--- config.mk ---
export PLATFORM = sky130hd
export DESIGN_NAME = tpc_touch_ctrl
export DESIGN_NICKNAME = d
export VERILOG_FILES = /design/src/hdl/tpc_pkg.sv /design/src/hdl/tpc_buf_if.sv /design/src/hdl/tpc_fifo2.sv /design/src/hdl/tpc_touch_ctrl.sv
export VERILOG_INCLUDE_DIRS = /design/src /design/src/hdl
export SDC_FILE = /design/constraint.sdc
export NUM_CORES = 1
export LEC_CHECK = 0
export ABC_CLOCK_PERIOD_IN_PS = 6600
export BUFFER_PORTS_ARGS = -buffer_cell sky130_fd_sc_hd__buf_2
export CORE_AREA = 10 10 111 113
export DETAILED_ROUTE_END_ITERATION = 16
export DIE_AREA = 0 0 121 123
export GPL_ROUTABILITY_DRIVEN = 0
export GPL_TIMING_DRIVEN = 1
export RECOVER_POWER = 100
export SKIP_LAST_GASP = 1
export SYNTH_ARGS = -nofsm -noshare
export SYNTH_HDL_FRONTEND = slang
export SYNTH_HIERARCHICAL = 1
export SYNTH_SLANG_ARGS = --single-unit
--- constraint.sdc ---
create_clock -name clk -period 6.6 [get_ports clk]
set_input_delay 0.66 -clock clk [delete_from_list [all_inputs] [get_ports clk]]
set_output_delay 0.66 -clock clk [all_outputs]
set_load 0.005 [all_outputs]
--- src/hdl/tpc_defs.svh ---
// Named constants of the touch serial and power-control block.
`ifndef TPC_DEFS_SVH
`define TPC_DEFS_SVH

`define TPC_DATA_BITS      12
`define TPC_LO_RES_BITS    8
`define TPC_MSB_IDX_HI     4'hB
`define TPC_MSB_IDX_LO     4'h7
`define TPC_LAST_IDX       4'h1
`define TPC_LO_PAD         4'h0
`define TPC_CNT_SER_BIT    3'h4
`define TPC_CNT_LAST_BIT   3'h6
`define TPC_CNT_ZERO       3'h0
`define TPC_BYTE_CH_HI     6
`define TPC_BYTE_CH_LO     4
`define TPC_BYTE_MODE      3
`define TPC_BYTE_SER       2
`define TPC_BYTE_PD1       1
`define TPC_BYTE_PD0       0
`define TPC_CH_Y_POS       3'h1
`define TPC_CH_Z1_POS      3'h3
`define TPC_CH_Z2_POS      3'h4
`define TPC_CH_X_POS       3'h5
`define TPC_SYNC_CS        0
`define TPC_SYNC_SCLK      1
`define TPC_SYNC_DIN       2
`define TPC_SYNC_XP        3
`define TPC_SYNC_BITS      4

`endif

--- src/hdl/tpc_pkg.sv ---
// Types shared by the touch serial and power-control block.
package tpc_pkg;
   typedef enum logic [1:0] {CV_OFF, CV_BUSY, CV_SHIFT} tpc_conv_state_type;
endpackage

--- src/hdl/tpc_buf_if.sv ---
// Carrier between the conversion logic and its result buffer.
interface tpc_buf_if #(parameter int WIDTH = 12);
   logic [WIDTH-1:0] in_data;
   logic             in_valid;
   logic             in_ready;
   logic [WIDTH-1:0] out_data;
   logic             out_valid;
   logic             out_ready;
   logic             flush;
   modport producer (output in_data, in_valid, out_ready, flush, input in_ready, out_data, out_valid);
   modport buffer   (input in_data, in_valid, out_ready, flush, output in_ready, out_data, out_valid);
endinterface

--- src/hdl/tpc_fifo2.sv ---
// Small result buffer with valid and ready on both sides.
module tpc_fifo2 #(
   parameter int WIDTH = 12,
   parameter int DEPTH = 2
) (
   // Clock and reset
   input wire logic      clk,
   input wire logic      reset_n,
   // Buffer side of the carrier
   tpc_buf_if.buffer     bus
);
   localparam int PW = (DEPTH > 1) ? $clog2(DEPTH) : 1;

   logic [WIDTH-1:0] mem_reg [DEPTH];
   logic [PW-1:0]    wr_ptr_reg;
   logic [PW-1:0]    rd_ptr_reg;
   logic [PW:0]      count_reg;
   wire              do_push = bus.in_valid & bus.in_ready;
   wire              do_pop  = bus.out_valid & bus.out_ready;
   wire [PW-1:0]     wr_ptr_next = (wr_ptr_reg == PW'(DEPTH - 1)) ? '0 : wr_ptr_reg + 1'b1;
   wire [PW-1:0]     rd_ptr_next = (rd_ptr_reg == PW'(DEPTH - 1)) ? '0 : rd_ptr_reg + 1'b1;

   assign bus.in_ready  = (count_reg != (PW+1)'(DEPTH));
   assign bus.out_valid = (count_reg != '0);
   assign bus.out_data  = mem_reg[rd_ptr_reg];

   always_ff @(posedge clk) begin
      if (do_push) begin
         mem_reg[wr_ptr_reg] <= bus.in_data;
      end
   end

   always_ff @(posedge clk or negedge reset_n) begin
      if (!reset_n) begin
         wr_ptr_reg <= '0;
         rd_ptr_reg <= '0;
         count_reg  <= '0;
      end else if (bus.flush) begin
         wr_ptr_reg <= '0;
         rd_ptr_reg <= '0;
         count_reg  <= '0;
      end else begin
         if (do_push) begin
            wr_ptr_reg <= wr_ptr_next;
         end
         if (do_pop) begin
            rd_ptr_reg <= rd_ptr_next;
         end
         count_reg <= count_reg + (PW+1)'(do_push) - (PW+1)'(do_pop);
      end
   end
endmodule

--- src/hdl/tpc_touch_ctrl.sv ---
// Serial conversion, pen-detect and power control of a resistive touch converter.
`include "tpc_defs.svh"

module tpc_touch_ctrl
   import tpc_pkg::*;
#(
   parameter int DATA_BITS = `TPC_DATA_BITS
) (
   // Clock and reset
   input  wire logic                 clk,
   input  wire logic                 reset_n,
   // Serial link pins
   input  wire logic                 cs_n_pin,
   input  wire logic                 serial_clock_in,
   input  wire logic                 serial_data_in,
   output logic                      serial_data_out,
   output logic                      serial_data_out_oe_n,
   output logic                      busy_out,
   output logic                      busy_oe_n,
   // Pen detect path
   input  wire logic                 x_plus_level,
   output logic                      pen_touch_irq_n,
   output logic                      pen_path_to_x_plus,
   output logic                      x_plus_pullup_on,
   output logic                      y_minus_drive_on,
   // Analog core control
   input  wire logic [DATA_BITS-1:0] sample_code,
   output logic [2:0]                channel_select,
   output logic                      sample_hold,
   output logic                      panel_drivers_on,
   output logic                      reference_mode_select,
   output logic                      resolution_8bit,
   output logic                      adc_powered,
   output logic                      reference_on
);

   ////////////////////////////////////////////////////////////////////////////
   // Pin synchronisers and edge detection.

   logic [`TPC_SYNC_BITS-1:0] sync_1_reg;
   logic [`TPC_SYNC_BITS-1:0] sync_2_reg;
   logic                      sclk_prev_reg;
   logic                      cs_prev_reg;

   always_ff @(posedge clk or negedge reset_n) begin
      if (!reset_n) begin
         sync_1_reg    <= '1;
         sync_2_reg    <= '1;
         sclk_prev_reg <= 1'b1;
         cs_prev_reg   <= 1'b1;
      end else begin
         sync_1_reg    <= {x_plus_level, serial_data_in, serial_clock_in, cs_n_pin};
         sync_2_reg    <= sync_1_reg;
         sclk_prev_reg <= sync_2_reg[`TPC_SYNC_SCLK];
         cs_prev_reg   <= sync_2_reg[`TPC_SYNC_CS];
      end
   end

   wire cs_high   = sync_2_reg[`TPC_SYNC_CS];
   wire sclk_s    = sync_2_reg[`TPC_SYNC_SCLK];
   wire din_s     = sync_2_reg[`TPC_SYNC_DIN];
   wire xp_s      = sync_2_reg[`TPC_SYNC_XP];
   wire cs_rise   = cs_high & ~cs_prev_reg;
   wire cs_fall   = ~cs_high & cs_prev_reg;
   // Serial clock edges are ignored while chip select is high.
   wire sclk_rise = sclk_s & ~sclk_prev_reg & ~cs_high;
   wire sclk_fall = ~sclk_s & sclk_prev_reg & ~cs_high;

   ////////////////////////////////////////////////////////////////////////////
   // Control byte receiver, sampled on rising serial clock edges.

   logic       rx_active_reg;
   logic [2:0] rx_count_reg;
   logic [5:0] rx_shift_reg;
   logic       pending_reg;
   logic       acq_reg;
   logic [2:0] meas_chan_reg;
   logic       res8_reg;
   logic       ser_reg;
   logic       pd1_reg;
   logic       pd0_reg;

   wire [6:0] new_byte   = {rx_shift_reg, din_s};
   wire       start_seen = sclk_rise & ~rx_active_reg & din_s;
   wire       rx_step    = sclk_rise & rx_active_reg;
   wire       acq_start  = rx_step & (rx_count_reg == `TPC_CNT_SER_BIT);
   wire       byte_done  = rx_step & (rx_count_reg == `TPC_CNT_LAST_BIT);

   always_ff @(posedge clk or negedge reset_n) begin
      if (!reset_n) begin
         rx_active_reg <= 1'b0;
         rx_count_reg  <= `TPC_CNT_ZERO;
         rx_shift_reg  <= '0;
      end else if (cs_rise) begin
         rx_active_reg <= 1'b0;
         rx_count_reg  <= `TPC_CNT_ZERO;
      end else if (start_seen) begin
         rx_active_reg <= 1'b1;
         rx_count_reg  <= `TPC_CNT_ZERO;
      end else if (rx_step) begin
         rx_active_reg <= ~byte_done;
         rx_count_reg  <= rx_count_reg + 3'h1;
         rx_shift_reg  <= new_byte[5:0];
      end
   end

   // Fields apply to the conversion that this byte starts.
   always_ff @(posedge clk or negedge reset_n) begin
      if (!reset_n) begin
         res8_reg <= 1'b0;
         ser_reg  <= 1'b1;
         pd1_reg  <= 1'b0;
         pd0_reg  <= 1'b1;
      end else if (byte_done) begin
         res8_reg <= new_byte[`TPC_BYTE_MODE];
         ser_reg  <= new_byte[`TPC_BYTE_SER];
         pd1_reg  <= new_byte[`TPC_BYTE_PD1];
         pd0_reg  <= new_byte[`TPC_BYTE_PD0];
      end
   end

   ////////////////////////////////////////////////////////////////////////////
   // Conversion sequence, advanced on falling serial clock edges.

   tpc_conv_state_type     conv_state_reg;
   tpc_conv_state_type     conv_state_next;
   logic [3:0]             bit_idx_reg;
   logic [DATA_BITS-1:0]   out_shift_reg;
   logic                   dout_reg;
   logic                   busy_reg;

   tpc_buf_if #(.WIDTH(DATA_BITS)) buf_bus ();

   tpc_fifo2 #(.WIDTH(DATA_BITS), .DEPTH(2)) u_result_buf (
      .clk     (clk),
      .reset_n (reset_n),
      .bus     (buf_bus.buffer)
   );

   // Stalls on a full buffer hold the conversion back rather than drop a word.
   wire conv_start = sclk_fall & pending_reg & buf_bus.in_ready;
   wire busy_end   = sclk_fall & ~conv_start & (conv_state_reg == CV_BUSY);
   wire shift_step = sclk_fall & ~conv_start & (conv_state_reg == CV_SHIFT);
   wire conv_end   = shift_step & (bit_idx_reg == `TPC_LAST_IDX);
   wire conv_on    = (conv_state_reg != CV_OFF);
   wire active     = acq_reg | pending_reg | conv_on;

   // Eight-bit results keep the top bits of the code, left aligned.
   assign buf_bus.in_valid  = conv_start;
   assign buf_bus.in_data   = res8_reg ? {sample_code[DATA_BITS-1 -: `TPC_LO_RES_BITS], `TPC_LO_PAD} : sample_code;
   assign buf_bus.out_ready = busy_end;
   assign buf_bus.flush     = cs_rise;

   always_comb begin
      conv_state_next = conv_state_reg;
      unique case (conv_state_reg)
         CV_OFF:   conv_state_next = CV_OFF;
         CV_BUSY:  conv_state_next = busy_end ? CV_SHIFT : CV_BUSY;
         CV_SHIFT: conv_state_next = conv_end ? CV_OFF : CV_SHIFT;
      endcase
      if (conv_start) begin
         conv_state_next = CV_BUSY;
      end
      if (cs_rise) begin
         conv_state_next = CV_OFF;
      end
   end

   always_ff @(posedge clk or negedge reset_n) begin
      if (!reset_n) begin
         conv_state_reg <= CV_OFF;
         pending_reg    <= 1'b0;
         acq_reg        <= 1'b0;
         meas_chan_reg  <= '0;
      end else begin
         conv_state_reg <= conv_state_next;
         pending_reg    <= ~cs_rise & (byte_done | (pending_reg & ~conv_start));
         acq_reg        <= ~cs_rise & (acq_start | (acq_reg & ~conv_start));
         if (acq_start) begin
            meas_chan_reg <= rx_shift_reg[3:1];
         end
      end
   end

   // Busy and data change only on a detected falling edge or on chip select rising.
   always_ff @(posedge clk or negedge reset_n) begin
      if (!reset_n) begin
         busy_reg      <= 1'b0;
         dout_reg      <= 1'b0;
         bit_idx_reg   <= '0;
         out_shift_reg <= '0;
      end else if (cs_rise) begin
         busy_reg <= 1'b0;
         dout_reg <= 1'b0;
      end else if (conv_start) begin
         busy_reg <= 1'b1;
      end else if (busy_end) begin
         busy_reg      <= 1'b0;
         out_shift_reg <= buf_bus.out_data;
         dout_reg      <= buf_bus.out_data[DATA_BITS-1];
         bit_idx_reg   <= res8_reg ? `TPC_MSB_IDX_LO : `TPC_MSB_IDX_HI;
      end else if (shift_step) begin
         out_shift_reg <= out_shift_reg << 1;
         dout_reg      <= out_shift_reg[DATA_BITS-2];
         bit_idx_reg   <= bit_idx_reg - 4'h1;
      end
   end

   ////////////////////////////////////////////////////////////////////////////
   // Pen detect and power control.

   logic pen_enable_reg;
   logic initial_reg;
   logic ref_on_reg;
   logic oe_n_reg;
   logic irq_n_reg;
   logic path_reg;
   logic pullup_reg;
   logic drivers_reg;
   logic adc_on_reg;

   wire is_touch   = (meas_chan_reg == `TPC_CH_X_POS) | (meas_chan_reg == `TPC_CH_Y_POS) |
                     (meas_chan_reg == `TPC_CH_Z1_POS) | (meas_chan_reg == `TPC_CH_Z2_POS);
   wire meas_touch = active & is_touch;
   wire pen_path   = pen_enable_reg & ~active;
   wire irq_next   = active ? ~is_touch : (pen_path ? xp_s : 1'b1);
   wire drv_next   = is_touch & (acq_reg | (conv_on & ~ser_reg));
   // Chip select high powers down, except before the first auto power-down byte.
   wire pd_next    = ~initial_reg & (cs_high | (~pd0_reg & ~active));

   always_ff @(posedge clk or negedge reset_n) begin
      if (!reset_n) begin
         pen_enable_reg <= 1'b0;
         initial_reg    <= 1'b1;
      end else begin
         if (byte_done & new_byte[`TPC_BYTE_PD0]) begin
            pen_enable_reg <= 1'b0;
         end else if (conv_end & ~pd0_reg) begin
            pen_enable_reg <= 1'b1;
         end
         if (byte_done & ~new_byte[`TPC_BYTE_PD0]) begin
            initial_reg <= 1'b0;
         end
      end
   end

   // The reference follows the byte only at busy rising; chip select never touches it.
   always_ff @(posedge clk or negedge reset_n) begin
      if (!reset_n) begin
         ref_on_reg <= 1'b0;
      end else if (conv_start) begin
         ref_on_reg <= pd1_reg;
      end
   end

   always_ff @(posedge clk or negedge reset_n) begin
      if (!reset_n) begin
         oe_n_reg    <= 1'b1;
         irq_n_reg   <= 1'b1;
         path_reg    <= 1'b0;
         pullup_reg  <= 1'b1;
         drivers_reg <= 1'b0;
         adc_on_reg  <= 1'b1;
      end else begin
         oe_n_reg    <= cs_high;
         irq_n_reg   <= irq_next;
         path_reg    <= pen_path;
         pullup_reg  <= ~meas_touch;
         drivers_reg <= drv_next;
         adc_on_reg  <= ~pd_next;
      end
   end

   assign serial_data_out       = dout_reg;
   assign serial_data_out_oe_n  = oe_n_reg;
   assign busy_out              = busy_reg;
   assign busy_oe_n             = oe_n_reg;
   assign pen_touch_irq_n       = irq_n_reg;
   assign pen_path_to_x_plus    = path_reg;
   assign y_minus_drive_on      = path_reg;
   assign x_plus_pullup_on      = pullup_reg;
   assign channel_select        = meas_chan_reg;
   assign sample_hold           = acq_reg;
   assign panel_drivers_on      = drivers_reg;
   assign reference_mode_select = ser_reg;
   assign resolution_8bit       = res8_reg;
   assign adc_powered           = adc_on_reg;
   assign reference_on          = ref_on_reg;
endmodule

Word level (Yosys, flattened, before mapping). Memory sizes are Yosys's and may differ from the RTL's. Cells that the tools add are included.

Order comparisons: 0. Divide/modulo/power cells: 0. Shift-type cells: 0. Multipliers: 0. Add/sub/neg operators: 6. Bitwise operators: 57. Equal/unequal tests: 11. Multiplexer cells: 37. Reduce and logical (&&, ||, !) cells: 13.

Operators with widths (count): 1-bit AND (31); 1-bit 2-to-1 mux (22); 11-bit 2-to-1 mux (2); 1-bit NOT (17); 4-bit 2-to-1 mux (4); 3-bit equality test (second input constant) (4); 2-bit nonzero test (6); 2-bit 2-to-1 mux (5); 3-bit 2-to-1 mux (3); 1-bit OR (9); 3-bit nonzero test (3); 2-bit case mux with 3 select lines (1); 3-bit AND reduction (2); 4-bit by 1-bit equality test with 1-bit output (second input constant) (1); 2-bit inequality test (second input constant) (2); 4-bit by 1-bit subtractor with 4-bit output (second input constant) (1); 3-bit by 1-bit adder with 3-bit output (second input constant) (1); 3-bit by 1-bit equality test with 1-bit output (second input constant) (1); 3-bit by 2-bit equality test with 1-bit output (second input constant) (1); 1-bit adder (second input constant) (2); 2-bit by 1-bit adder with 2-bit output (1); 2-bit by 1-bit equality test with 1-bit output (second input constant) (1); 2-bit equality test (second input constant) (1); 2-bit zero test (1); other kinds (2) (2).

Register bits after elaboration: 58. Memories: 1. Bits in latches: 0. Bits in read-only memories: 0. Bits of input ports: 18. Logic and storage cells: 155. Bits in writable memories: 24. Output and inout port bits: 17.

Memories: u_result_buf.mem_reg (depth 2, width 12, read ports 1, clocked after memory_dff 0, write ports 1, line tpc_fifo2.sv:14) `logic [WIDTH-1:0] mem_reg [DEPTH];`.

Longest topological paths before layout.
Depth in word-level cells: 13. Depth in mapped cells: 12.

By module. The synthesis kept the hierarchy.

Modules (own cells, without submodules): tpc_touch_ctrl (cells each 199, sequential area each 1371.3 µm², instances 1, area an instance 2376.0 µm²); tpc_fifo2 (cells each 60, sequential area each 820.8 µm², instances 1, area an instance 1114.8 µm²).

Worst setup path after synthesis. No wires, ideal clock.

Path type: register to register. Start: reg sclk_prev_reg. End: reg u_result_buf.count_reg[1]. Path buffers: 1. Data required time: 6.470 ns. Setup slack: 4.199 ns. Data arrival time: 2.271 ns. Cell stages (with the launch flop): 12. Path through: dfstp_2 -> nor3b_4 -> nand3_2 -> inv_1 -> buf_6 -> o21a_2 -> ha_1 -> inv_1 -> ha_1 -> xor2_1 -> and2_2 -> nor3_1.

Word-level cells in the longest chain between the ends: 10. Elaborated cells between the ends (all ways): 12.

Ends and longest elaborated chain: start: declaration (line tpc_touch_ctrl.sv:42) `logic sclk_prev_reg;`; start signal: assignment (line tpc_touch_ctrl.sv:54) `` sclk_prev_reg <= sync_2_reg[`TPC_SYNC_SCLK]; ``; 1-bit AND * (2 in series) (line tpc_touch_ctrl.sv:67) `wire sclk_fall = ~sclk_s & sclk_prev_reg & ~cs_high;`; 1-bit AND (2 in series) (line tpc_touch_ctrl.sv:141) `wire conv_start = sclk_fall & pending_reg & buf_bus.in_ready;`; 1-bit NOT (no line); 1-bit AND * (2 in series) (line tpc_touch_ctrl.sv:142) `wire busy_end = sclk_fall & ~conv_start & (conv_state_reg == CV_BUSY);`; named net buf_bus.out_ready (line tpc_buf_if.sv:8) `logic out_ready;`; 1-bit AND * (line tpc_fifo2.sv:19) `wire do_pop = bus.out_valid & bus.out_ready;`; 2-bit by 1-bit subtractor with 2-bit output * (line tpc_fifo2.sv:49) `count_reg <= count_reg + (PW+1)'(do_push) - (PW+1)'(do_pop);`; 2-bit 2-to-1 mux * (line tpc_fifo2.sv:38) `end else if (bus.flush) begin`; end signal: assignment (line tpc_fifo2.sv:49); end: declaration (line tpc_fifo2.sv:17) `logic [PW:0] count_reg;`.

Mark *: on every way through the listed nets, which the timed path passes. The rest lies on a longest branch. A chain may end at the register's enable or synchronous reset.

Worst setup path after layout.
Start: reg sclk_prev_reg. End: reg u_result_buf.count_reg[1].

Word-level cells in the longest chain between the ends: 10. Elaborated cells between the ends (all ways): 12.

Ends and longest elaborated chain (line): 1-bit AND * (2 in series) (tpc_touch_ctrl.sv:67); parallel branches: the longest is 6 deep, another holds 2-bit by 1-bit adder with 2-bit output; 2-bit by 1-bit subtractor with 2-bit output * (tpc_fifo2.sv:49); 2-bit 2-to-1 mux * (tpc_fifo2.sv:38).

Mark *: on every way between the ends.

==> metrics.log <==
[metrics] run status: finished with violations
[metrics] violated checks: capacitance limit, slew limit
[metrics] non-filler cells in the finished layout: about 440
[metrics] count of yosys warnings during synthesis: 6
[metrics] most common cell after layout, fill and taps aside: sky130_fd_sc_hd__dfrtp_1
[metrics] first-pass GRT wire length: around 11 mm
[metrics] Worst Path Arrival: approximately 3.8 ns
[metrics] worst min-delay path category: flip-flop to flip-flop
[metrics] commonest cells after routing, fill and taps aside: sky130_fd_sc_hd__dfrtp_1 (42), sky130_fd_sc_hd__nand2_1 (26), sky130_fd_sc_hd__edfxtp_1 (24)
[metrics] Detailed Route Iter0 Violations: about 110
[metrics] starting density of the core: between 30% and 40%
[metrics] maximum frequency from static timing analysis: 280 MHz
[metrics] Detailed Place HPWL: roughly 4.5 mm
[metrics] top cell family by delay on the critical path: simple AND/OR/NAND/NOR gates
[metrics] total standard cell area after synthesis: 3480 um2
[metrics] power share of the combinational group: between 2 and 2.5%
[metrics] syn_area_per_cell: approximately 14 um2
[metrics] final clock period utilization by the worst path: between 50% and 60%
[metrics] transition time at the pin with the least slew margin: ~3.0 ns
[metrics] CTS HTree Levels: 3
[metrics] synthesis-to-layout area growth: 12.2%
[metrics] slowest CP cell: sky130_fd_sc_hd__nor3b_1
[metrics] register share of total power: between 50% and 60%
[metrics] clock network power share: a little over two fifths
[metrics] relative slew slack: -99.2%
[metrics] largest vdd supply drop: 0.000122 V
[metrics] number of buffers between clock root and the deepest sink: 2
[metrics] overall track demand over capacity in global routing: between 8 and 9%
[metrics] Die Wd: 121 um
[metrics] drt total wl: ~6.3 mm
[metrics] Post-Route Setup TNS: 0 ns
[metrics] average wire per cell in the routed design: 14.4 um
[metrics] endpoint type of the worst setup path: flip-flop
[metrics] Nets: around 320
[metrics] Post-Route Skew: about 0.011 ns
[metrics] pre-CTS setup slack: 3.67 ns
[metrics] max-slew violation count: just under 60
[metrics] cell count after placement: ~420
[metrics] source-to-sink clock delay at the later pin of the worst-skew pair: 0.35 ns
[metrics] required time worst endpoint: between 6 and 7 ns
[metrics] DRT Pass-1 Iters: 4
[metrics] number of buffers inserted during clock tree synthesis: 9
[metrics] CTS Hold Buffers Added: 0
[metrics] floorplan die height: ~120 um
[metrics] fraction of the core area covered by cells at the end of the flow: 38.6%
[metrics] total number of vias: 2035
[metrics] Post-CTS Setup Bufs: 0
[metrics] Resized Gates After CTS: 0
[metrics] number of failing hold endpoints at the final stage: 0
[metrics] number of violations of the max-capacitance limit: 1
[metrics] clock transition at the registers of the reported paths: approximately 0.08 ns
[metrics] Core Footprint: between 10000 and 15000 um2
[metrics] maximum number of pins on one net before global-route repair: 59
[metrics] stage delay of the slowest cell on the critical path: approximately 0.84 ns
[metrics] Root Driver: sky130_fd_sc_hd__clkbuf_8
[metrics] ANT cells: 0
[metrics] power density normalized to cell area: around 250 nW/um2
[metrics] smallest setup slack after layout: a little over 3 ns
[metrics] number of standard-cell rows in the floorplan: 37
[metrics] antenna violations before repair: 0
[metrics] unrepaired setup endpoints after global routing: no
[metrics] Critical Path, Cell by Cell: nor3b_1 > nand3_1 > inv_1 > o21a_2 > ha_1 > inv_1 > ha_1 > xor2_1 > and2_2 > nor3_1
[metrics] CTS tree: yes
[metrics] share of layout cells above drive strength 1: between 20% and 30%
[metrics] count of buffering cells on the critical path with inverters included: 2
[metrics] internal power: between 0.7 and 0.8 mW
[metrics] Port Buffer Count: 34
[metrics] post-detailed-route count of antenna-violating nets: 0
[metrics] number of nets produced by synthesis: 286
[metrics] worst-path fanout max: 23
[metrics] net switching power figure: 0.200 mW
[metrics] synthesized instance count: between 200 and 300
[metrics] clock period minus final worst setup slack: around 3.6 ns
[metrics] Critical Setup Path Class: flip-flop to flip-flop
[metrics] total overflow reported by the global router: 0
[metrics] total setup violations reported at the end of the flow: 0
[metrics] number of remaining DRC errors: 0
[metrics] Critical Path Source Type: flip-flop
[metrics] switching power as a share of total power: 20.4%
[metrics] vias in the first global route: between 2000 and 2500
[metrics] WHS: about 0.36 ns
[metrics] Die Outline Area: ~15000 um2
[metrics] Largest register FFs: 24
[metrics] static leakage power: about 1.7 nW
[metrics] total I/O pin count: 35
[metrics] vias per inst: between 4 and 5
[metrics] total clock sinks: 82
-- routing by layer --
metal / track usage [%] / vias up / part of all wire (%)
met5: 0 / - / 0
met4: 3.77 / 0 / 1.4
met3: 3.14 / 8 / 4.2
met2: 14.1 / 42 / 49
met1: 10.9 / 1001 / 45
li1: - / 984 / -
-- worst reg2reg max path: stages (launching register included) --
cell	delay [ns]
sky130_fd_sc_hd__dfstp_1	0.53
sky130_fd_sc_hd__nor3b_1	0.84
sky130_fd_sc_hd__nand3_1	0.48
sky130_fd_sc_hd__inv_1	0.56
sky130_fd_sc_hd__o21a_2	0.26
sky130_fd_sc_hd__ha_1	0.22
sky130_fd_sc_hd__inv_1	0.06
sky130_fd_sc_hd__ha_1	0.15
sky130_fd_sc_hd__xor2_1	0.17
sky130_fd_sc_hd__and2_2	0.16
sky130_fd_sc_hd__nor3_1	0.03
-- power by group through the flow --
| stage | Sequential, mW | Clock, mW | Combinational, mW |
|---|---|---|---|
| final | 0.538 | 0.415 | 0.0235 |
| after floorplan | 0.548 | 0 | 0.0107 |
| after global placement | 0.549 | 0 | 0.0253 |
| after global routing | 0.540 | 0.455 | 0.0273 |
| after CTS | 0.539 | 0.429 | 0.0260 |
| after detailed placement | 0.549 | 0 | 0.0258 |
-- stage by stage --
step	cell area, um2	power [mW]
after floorplan	3480	0.558
final	3910	0.977
after detailed placement	3750	0.575
after CTS	3990	0.994
after global routing	3910	1.02
after global placement	3750	0.575
-- cell type report --
cell class	count	area (um2)
clock buffers	10	149
repair buffers	35	151
inverters	12	45.0
fillers	989	6230
flip-flops and latches	82	2190
clock inverters	6	87.6
well taps	136	170
multi-input cells	156	1120
-- worst paths after layout --
path	from	endpoint	slack [ns]	cells past startpoint
worst max-delay path	sclk_prev_reg	u_result_buf/count_reg[1]	3.02	10
worst min-delay path	sync_1_reg[3]	sync_2_reg[3]	0.36	0
worst max register to register	sclk_prev_reg	u_result_buf/count_reg[1]	3.02	10
worst min register to register	sync_1_reg[3]	sync_2_reg[3]	0.36	0
max in group asynchronous	reset_n	out_shift_reg[6]	3.54	2
min in group asynchronous	reset_n	rx_count_reg[0]	1.38	2
Power figures use the tool's default switching activity.
